### src/shared/gtc_pkg.sv
// Package: register map, field positions and reset values of the gated 16-bit timer/counter
package gtc_pkg;
  // ----------------------------------------------------------------
  // Register indices (printed offsets not all multiples of four)
  // ----------------------------------------------------------------
  localparam logic [7:0] IDX_INTERRUPT_CONTROL = 8'h0B;
  localparam logic [7:0] IDX_PERIPHERAL_FLAGS = 8'h0C;
  localparam logic [7:0] IDX_COUNT_LOW_BYTE = 8'h0E;
  localparam logic [7:0] IDX_COUNT_HIGH_BYTE = 8'h0F;
  localparam logic [7:0] IDX_COUNTER_CONTROL = 8'h10;
  localparam logic [7:0] IDX_PERIPHERAL_ENABLES = 8'h8C;
  localparam logic [7:0] IDX_SYSTEM_CONFIG = 8'hF0;
  localparam int ADDR_W = 10;
  // ----------------------------------------------------------------
  // Field positions
  // ----------------------------------------------------------------
  localparam int CC_COUNTER_ON = 0;
  localparam int CC_CLOCK_SOURCE_SELECT = 1;
  localparam int CC_NO_SYNC_SELECT = 2;
  localparam int CC_CRYSTAL_OSC_ENABLE = 3;
  localparam int CC_PRESCALE_LO = 4;
  localparam int CC_GATE_ENABLE = 6;
  localparam int PF_OVERFLOW_FLAG = 0;
  localparam int PE_OVERFLOW_IRQ_ENABLE = 0;
  localparam int IC_PERIPHERAL_IRQ_ENABLE = 6;
  localparam int IC_GLOBAL_IRQ_ENABLE = 7;
  localparam int SC_INTERNAL_OSC = 0;
  localparam int SC_SLEEP = 1;
  localparam int SC_FULL_RESET = 2;
  // ----------------------------------------------------------------
  // Reset values and masks
  // ----------------------------------------------------------------
  localparam logic [7:0] CC_RESET = 8'h00;
  localparam logic [7:0] CC_MASK = 8'h7F;
  localparam logic [7:0] FLAG_RESET = 8'h00;
  localparam logic [15:0] COUNT_RESET = 16'h0000;
  localparam logic [1:0] QUARTER_LAST = 2'h3;
  // Prescale field codes
  localparam logic [1:0] PS_DIV1 = 2'h0;
  localparam logic [1:0] PS_DIV2 = 2'h1;
  localparam logic [1:0] PS_DIV4 = 2'h2;
  localparam logic [1:0] PS_DIV8 = 2'h3;
endpackage : gtc_pkg

### src/verilog/gtc_timer.sv
// Gated 16-bit timer/counter with APB register access
//
// Chosen here: the APB interface to the registers.
`timescale 1ns/1ps
module gtc_timer
  import gtc_pkg::*;
(
  input wire logic pclk,
  input wire logic presetn,
  input wire logic psel,
  input wire logic penable,
  input wire logic pwrite,
  input wire logic [ADDR_W-1:0] paddr,
  input wire logic [31:0] pwdata,
  output logic [31:0] prdata,
  output logic pready,
  output logic pslverr,
  input wire logic ext_clock_pin,
  input wire logic crystal_out_pin,
  input wire logic gate_pin_n,
  input wire logic port_dir_bit5,
  input wire logic port_dir_bit4,
  input wire logic port_pin5,
  input wire logic port_pin4,
  output logic port_dir_bit5_eff,
  output logic port_dir_bit4_eff,
  output logic port_pin5_eff,
  output logic port_pin4_eff,
  output logic crystal_osc_on,
  output logic irq,
  output logic wake
);

  // ----------------------------------------------------------------
  // State
  // ----------------------------------------------------------------
  typedef struct packed {
    logic [7:0] control;
    logic [7:0] intctl;
    logic overflow_flag;
    logic overflow_irq_enable;
    logic [7:0] sysconf;
    logic [15:0] count;
    logic [2:0] prescale;
    logic [1:0] quarter;
    logic src_sync1;
    logic src_sync2;
    logic src_prev;
    logic armed;
    logic [31:0] rdata;
    logic ready;
    logic slverr;
    logic dir5;
    logic dir4;
    logic pin5;
    logic pin4;
    logic osc_on;
    logic irq;
    logic wake;
  } gtc_state_t;

  gtc_state_t state_reg;
  gtc_state_t state_next;

  logic [7:0] idx;
  logic access_ok;
  logic wr;
  logic rd_phase;
  logic ext_src;
  logic gate_open;
  logic tick_in;
  logic tick_out;
  logic [2:0] ps_next;
  logic asleep;
  logic async_mode;
  logic ovf_set;

  // Decode word address; low two bits must be zero
  assign idx = paddr[9:2];
  assign access_ok = (paddr[1:0] == 2'h0) &&
    (idx == IDX_INTERRUPT_CONTROL || idx == IDX_PERIPHERAL_FLAGS ||
     idx == IDX_COUNT_LOW_BYTE || idx == IDX_COUNT_HIGH_BYTE ||
     idx == IDX_COUNTER_CONTROL || idx == IDX_PERIPHERAL_ENABLES ||
     idx == IDX_SYSTEM_CONFIG);
  assign wr = psel && penable && pwrite && !state_reg.ready && access_ok;
  assign rd_phase = psel && !penable;

  always_comb begin
    state_next = state_reg;
    asleep = state_reg.sysconf[SC_SLEEP];
    ovf_set = 1'b0;
    // ----------------------------------------------------------------
    // Count source selection
    // ----------------------------------------------------------------
    // crystal honoured only when internal oscillator runs
    state_next.osc_on = state_reg.control[CC_CRYSTAL_OSC_ENABLE] &&
      state_reg.sysconf[SC_INTERNAL_OSC];
    // crystal drives pin path when enabled
    ext_src = state_reg.osc_on ? crystal_out_pin : ext_clock_pin;
    // async mode only with external source
    async_mode = state_reg.control[CC_CLOCK_SOURCE_SELECT] &&
      state_reg.control[CC_NO_SYNC_SELECT];
    // two-stage synchroniser; async mode also passes through both stages
    state_next.src_sync1 = ext_src;
    state_next.src_sync2 = state_reg.src_sync1;
    state_next.src_prev = state_reg.src_sync2;
    // gate opens counting while pin low
    gate_open = state_reg.control[CC_COUNTER_ON] &&
      (!state_reg.control[CC_GATE_ENABLE] || !gate_pin_n);
    // sleep stops all but asynchronous counting
    if (asleep && !async_mode) begin
      gate_open = 1'b0;
    end
    // instruction clock is pclk divided by four
    state_next.quarter = state_reg.quarter + 2'h1;
    tick_in = 1'b0;
    if (state_reg.control[CC_CLOCK_SOURCE_SELECT]) begin
      // falling edge arms the rising-edge counter
      if (!state_reg.src_sync2 && state_reg.src_prev) begin
        state_next.armed = 1'b1;
      end
      tick_in = state_reg.armed && state_reg.src_sync2 && !state_reg.src_prev;
    end else begin
      tick_in = (state_reg.quarter == QUARTER_LAST);
    end
    if (!state_reg.control[CC_COUNTER_ON]) begin
      state_next.armed = 1'b0;
    end
    // ----------------------------------------------------------------
    // Prescaler and count
    // ----------------------------------------------------------------
    ps_next = state_reg.prescale + 3'h1;
    unique case (state_reg.control[CC_PRESCALE_LO +: 2])
      PS_DIV1: tick_out = 1'b1;
      PS_DIV2: tick_out = state_reg.prescale[0];
      PS_DIV4: tick_out = &state_reg.prescale[1:0];
      PS_DIV8: tick_out = &state_reg.prescale;
    endcase
    tick_out = tick_out && tick_in && gate_open;
    if (tick_in && gate_open) begin
      state_next.prescale = ps_next;
    end
    if (tick_out) begin
      // wrap to zero sets overflow flag
      state_next.count = state_reg.count + 16'h0001;
      ovf_set = (state_reg.count == 16'hFFFF);
      if (ovf_set) begin
        state_next.overflow_flag = 1'b1;
      end
    end
    // ----------------------------------------------------------------
    // APB access
    // ----------------------------------------------------------------
    state_next.ready = psel && penable && !state_reg.ready;
    state_next.slverr = psel && penable && !state_reg.ready && !access_ok;
    if (rd_phase) begin
      state_next.rdata = 32'h0000_0000;
      unique case (idx)
        IDX_INTERRUPT_CONTROL: state_next.rdata[7:0] = state_reg.intctl;
        IDX_PERIPHERAL_FLAGS: state_next.rdata[PF_OVERFLOW_FLAG] = state_reg.overflow_flag;
        // bytes read directly from the single count register
        IDX_COUNT_LOW_BYTE: state_next.rdata[7:0] = state_reg.count[7:0];
        IDX_COUNT_HIGH_BYTE: state_next.rdata[7:0] = state_reg.count[15:8];
        IDX_COUNTER_CONTROL: state_next.rdata[7:0] = state_reg.control & CC_MASK;
        IDX_PERIPHERAL_ENABLES: begin
          state_next.rdata[PE_OVERFLOW_IRQ_ENABLE] = state_reg.overflow_irq_enable;
        end
        IDX_SYSTEM_CONFIG: state_next.rdata[7:0] = state_reg.sysconf;
        default: state_next.rdata = 32'h0000_0000;
      endcase
    end
    if (wr) begin
      unique case (idx)
        IDX_INTERRUPT_CONTROL: state_next.intctl = pwdata[7:0];
        IDX_PERIPHERAL_FLAGS: begin
          // hardware set wins over software clear
          state_next.overflow_flag = (pwdata[PF_OVERFLOW_FLAG] && state_reg.overflow_flag) ||
            ovf_set;
        end
        IDX_COUNT_LOW_BYTE: begin
          state_next.count[7:0] = pwdata[7:0];
          state_next.prescale = 3'h0;
        end
        IDX_COUNT_HIGH_BYTE: begin
          state_next.count[15:8] = pwdata[7:0];
          state_next.prescale = 3'h0;
        end
        IDX_COUNTER_CONTROL: begin
          state_next.control = pwdata[7:0] & CC_MASK;
          state_next.armed = 1'b0;
        end
        IDX_PERIPHERAL_ENABLES: begin
          state_next.overflow_irq_enable = pwdata[PE_OVERFLOW_IRQ_ENABLE];
        end
        IDX_SYSTEM_CONFIG: state_next.sysconf = pwdata[7:0];
        default: state_next.sysconf = state_reg.sysconf;
      endcase
    end
    // ----------------------------------------------------------------
    // Interrupt, wake and port overrides
    // ----------------------------------------------------------------
    // all four conditions gate the interrupt
    state_next.irq = state_reg.overflow_flag && state_reg.overflow_irq_enable &&
      state_reg.intctl[IC_PERIPHERAL_IRQ_ENABLE] && state_reg.intctl[IC_GLOBAL_IRQ_ENABLE];
    // wake needs counter on and both enables
    state_next.wake = asleep && state_reg.overflow_flag &&
      state_reg.control[CC_COUNTER_ON] && state_reg.overflow_irq_enable &&
      state_reg.intctl[IC_PERIPHERAL_IRQ_ENABLE];
    // crystal forces direction one, pins zero
    state_next.dir5 = state_reg.osc_on | port_dir_bit5;
    state_next.dir4 = state_reg.osc_on | port_dir_bit4;
    state_next.pin5 = !state_reg.osc_on && port_pin5;
    state_next.pin4 = !state_reg.osc_on && port_pin4;
    // warm reset keeps count and control
    if (wr && idx == IDX_SYSTEM_CONFIG && pwdata[SC_FULL_RESET]) begin
      state_next.intctl[7:1] = FLAG_RESET[7:1];
      state_next.overflow_flag = 1'b0;
      state_next.overflow_irq_enable = 1'b0;
      state_next.sysconf[SC_FULL_RESET] = 1'b0;
    end
  end

  // ----------------------------------------------------------------
  // Registers
  // ----------------------------------------------------------------
  // power-on clears control; count is defined as zero here
  always_ff @(posedge pclk or negedge presetn) begin
    if (!presetn) begin
      state_reg <= '0;
    end else begin
      state_reg <= state_next;
    end
  end

  assign prdata = state_reg.rdata;
  assign pready = state_reg.ready;
  assign pslverr = state_reg.slverr;
  assign port_dir_bit5_eff = state_reg.dir5;
  assign port_dir_bit4_eff = state_reg.dir4;
  assign port_pin5_eff = state_reg.pin5;
  assign port_pin4_eff = state_reg.pin4;
  assign crystal_osc_on = state_reg.osc_on;
  assign irq = state_reg.irq;
  assign wake = state_reg.wake;

endmodule : gtc_timer

### config.mk
export PLATFORM = sky130hd
export DESIGN_NAME = gtc_timer
export DESIGN_NICKNAME = d
export VERILOG_FILES = /design/src/shared/gtc_pkg.sv /design/src/verilog/gtc_timer.sv
export SDC_FILE = /design/constraint.sdc
export NUM_CORES = 1
export LEC_CHECK = 0
export BUFFER_PORTS_ARGS = -buffer_cell sky130_fd_sc_hd__buf_2
export CAP_MARGIN = 20
export CORE_ASPECT_RATIO = 1.5
export CORE_MARGIN = 2
export CORE_UTILIZATION = 35
export CTS_BUF_LIST = sky130_fd_sc_hd__clkbuf_4
export DETAILED_ROUTE_END_ITERATION = 8
export GPL_TIMING_DRIVEN = 0
export SYNTH_ARGS = -nofsm -noshare
export SYNTH_HDL_FRONTEND = slang
export SYNTH_SLANG_ARGS = --single-unit
### constraint.sdc
create_clock -name pclk -period 1.76 [get_ports pclk]
set_input_delay 0.264 -clock pclk [delete_from_list [all_inputs] [get_ports pclk]]
set_output_delay 0.264 -clock pclk [all_outputs]
set_load 0.005 [all_outputs]
==> run summary <==
The run finished, with violations left. The final reports fail on negative setup slack. The first TritonRoute pass finished after 4 iterations.

The post-route fraction of the period consumed by the critical path was 1.076. The vertical extent of the die works out to 127.4 microns. Kind of critical path: reg2reg. Setup repair after global routing could not meet its margin everywhere.

The run gives 95 as the top-level I/O count. The share of post-route cells with drive strength above 1 was 0.3576; the overall power was 3.193 mW. STA classifies the critical path endpoint as a register. Relative to the synthesized area, the layout overhead comes to 24.80%. Register area: 0.001677 sq mm.

The kind of path behind the tightest hold check is in2reg. The number of flip-flops and latches in the synthesized netlist is 67, and the number of flip-flops under the largest register name is 47. The number of global-route vias before repair came out at 2784.

In this run the number of H-tree levels came out at 3. The critical path goes through ha_2 -> ha_4 -> mux2i_4 -> a211o_1 -> nor3_4 -> and3_4 -> xnor2_2 -> a21oi_1. The longest clock path from root to sink contains 2 buffers. Minimum setup slack in the final design: -133.6 ps. At the pin with the least slew margin, the transition time is 852.6 ps.

For the post-placement setup slack, the log shows -290.4 ps. The critical path's top delay family is simple AND/OR/NAND/NOR gates. The number of filler cells placed in the layout is 988. At the end of routability-driven placement, the weighted congestion stood at 0.9397. The share of flip-flops with an asynchronous set or reset after synthesis is 1.000, and the utilization after layout is 0.4423. The dominant synthesized flop cell was dfrtp_1. The detailed-route via count was 2811. The root buffer cell chosen for the clock tree is clkbuf_4.

The fraction of the yosys area taken by sequential cells came out at 0.4720. In this run the standard cell core region covers 0.01002 sq mm. Worst endpoint required time: 2080 ps. The placed instances occupy a cell area of 0.004018 sq mm. The wire length of the first global-routing pass was 14300 microns.

The average vias per placed instance was 5.047; the initial antenna violation count was 1. The tools report the leftover overflow at the end of global routing as 0. The count of port buffers added during placement is 46. The average wire length per cell after detail routing came out at 15.90 microns. For this design the static power due to leakage is 2.151 nW. The logs give 440 ps for the clock latency of the later-clocked register in the worst-skew pair and 0.01099 sq mm for the overall die area.

The minimum clock period after layout was 1894 ps; the final hold violation count was 0. Maximum number of pins on one net before global-route repair: 68. Dividing the synthesized area by the synthesized cell count gives 10.36 sq um. For the total area of multi-input combinational cells, the log shows 0.001762 sq mm. The logs give 0 for the total count of max-transition violations in the final report and 0.3544 for the initial standard-cell utilization of the core. The headroom to the max-slew limit is 0.4316, and the sum of buffers and inverters on the critical path is 0.

In this run, the number of DRC markers left after iteration 0 of detailed routing was 129. Number of antenna-violating nets in the routed design: 0. Non-filler instance count after layout: 557.

The synthesized design contains 0 enable-type register cells. Along the worst path, the maximum fanout reaches 6. The cell area after layout is 0.004433 sq mm, and the CTS clock-pin slew for the worst setup and hold paths is 120 ps. The tools report the worst path arrival time as 2220 ps. For the final database, setup skew stands at 13.58 ps. The clock net in this run drives a total of 67 sinks. VDD sags by at most 0.2991 mV.

The logs give 45 for the cell row count and 343 for the synthesized instance count. For this run, design rule violations remaining after detail routing come to 0. The run gives 528.1 MHz as the fmax. The worst stage delay on the critical path is 370 ps, and the detailed-route wire length is 8859 microns.

The x dimension of the die is 86.26 microns, and the count of warnings emitted by yosys is 0. The worst-path cell with the longest stage delay was dfrtp_1. Max-cap violations in this run came to 0.

Final setup violation count: 14. For the total routing resource utilization after global routing, the log shows 0.1698. The synthesized netlist contains 53 unique library cells. The net total in the final layout is 492, and the area of the mapped netlist is 0.003552 sq mm. TritonCTS built the clock tree. The kind of start point of the critical path is a register. Number of buffers created by CTS: 9. Power per unit of standard cell area: 720.4 mW/mm^2.

In this run, placement finished with an instance count of 529. Estimated wirelength of the detail-placed design: 6476 microns.
==> path summary, 6_finish.rpt <==
path                                start             end  slack [ps]  depth (start not counted)
max                         state_reg[48]   state_reg[55]        -130                          8
min in group asynchronous         presetn  state_next[42]         450                          2
min                             port_pin5   port_pin5_eff          40                          2
max in group asynchronous         presetn   state_reg[61]         730                          2
min reg2reg                state_next[43]  state_next[42]         390                          0
max reg2reg                 state_reg[48]   state_reg[55]        -130                          8
==> synthesized netlist by cell type (2+ instances only) <==
library cell,number,area share
a211o_1,2,0.0049
a21oi_1,29,0.041
a222oi_1,2,0.0056
a22o_1,9,0.022
a22oi_1,8,0.017
a31oi_1,2,0.0035
and2_1,4,0.0070
and3_1,8,0.014
buf_2,6,0.0085
buf_4,32,0.068
clkbuf_1,6,0.0063
dfrtp_1,67,0.47
ha_1,4,0.014
inv_1,3,0.0032
mux2_2,18,0.057
mux2i_1,10,0.028
nand2_1,19,0.020
nand3_1,12,0.017
nand4_1,3,0.0053
nor2_1,39,0.041
nor2b_1,6,0.011
nor3_1,2,0.0028
nor3_4,3,0.014
o21ai_0,5,0.0070
or2_2,2,0.0035
xnor2_1,6,0.015
xor2_1,10,0.025
==> through the flow <==
stage / hold WS, ps / setup TNS (ps)
floorplan: -31.59 / -54.42
global placement: 361.7 / -4830
detailed placement: 341.9 / -5833
CTS: 12.21 / -1799
global route: 24.12 / -3378
finish: 38.20 / -1213
==> routing by layer <==
layer | up-vias | track usage | wire length, microns
li1 | 1344 | - | -
met1 | 1364 | 0.1918 | 3531
met2 | 86 | 0.3073 | 4670
met3 | 17 | 0.02907 | 415
met4 | 0 | 0.07721 | 242
met5 | - | 0 | 0
==> cells by family (layout without fill, tap and decap cells) <==
kind of cell	Yosys count	in the layout	synth area share
XOR/XNOR	16	16	0.03945
AO/OA/AOI/OAI	68	68	0.1282
other	1	25	0.001056
adder cells (fa/ha/maj)	4	4	0.01409
flip-flops	67	67	0.4720
AND/OR/NAND/NOR	111	111	0.1712
buffers and inverters	48	121	0.08876
multiplexers	28	28	0.08524
==> layout by cell type (no fill, tap or decap), drive strengths merged, types with 3 or more instances in the layout <==
cell type and count:
clkbuf 14, dlygate4sd3 3, mux2i 10, a22o 9, o21ai 5, nand3 12
and2 4, nor2 40, clkinv 3, ha 4, nor2b 6, xnor2 6
a21oi 29, nand2 19, conb 24, nand4 4, xor2 10, inv 3
buf 94, and3 8, dfrtp 67, mux2 18, nor3 6, bufinv 3
a22oi 8
==> power by group <==
group          switching (mW)  leakage [nW]  total, mW  internal [mW]
sequential             0.0208         0.893       1.60           1.58
combinational           0.154          1.16      0.297          0.143
clock                   0.585        0.0959       1.30          0.715
==> repair_timing <==
action,4_1_cts,5_1_grt
resized for setup,22,6
endpoints found under the hold margin,69,0
buffers inserted,7,2
pin swaps,21,8
hold buffers,3,0
endpoints found under the setup margin,32,24
==> layout make-up <==
type	count	area share
Clock inverter	7	0.02625
Antenna cell	1	0.0005645
Multi-Input combinational cell	251	0.3974
Tap cell	117	0.03302
Sequential cell	67	0.3782
Buffer	44	0.06971
Inverter	3	0.002540
Clock buffer	9	0.01524
Timing Repair Buffer	58	0.07705
Power figures use the tool's default switching activity.
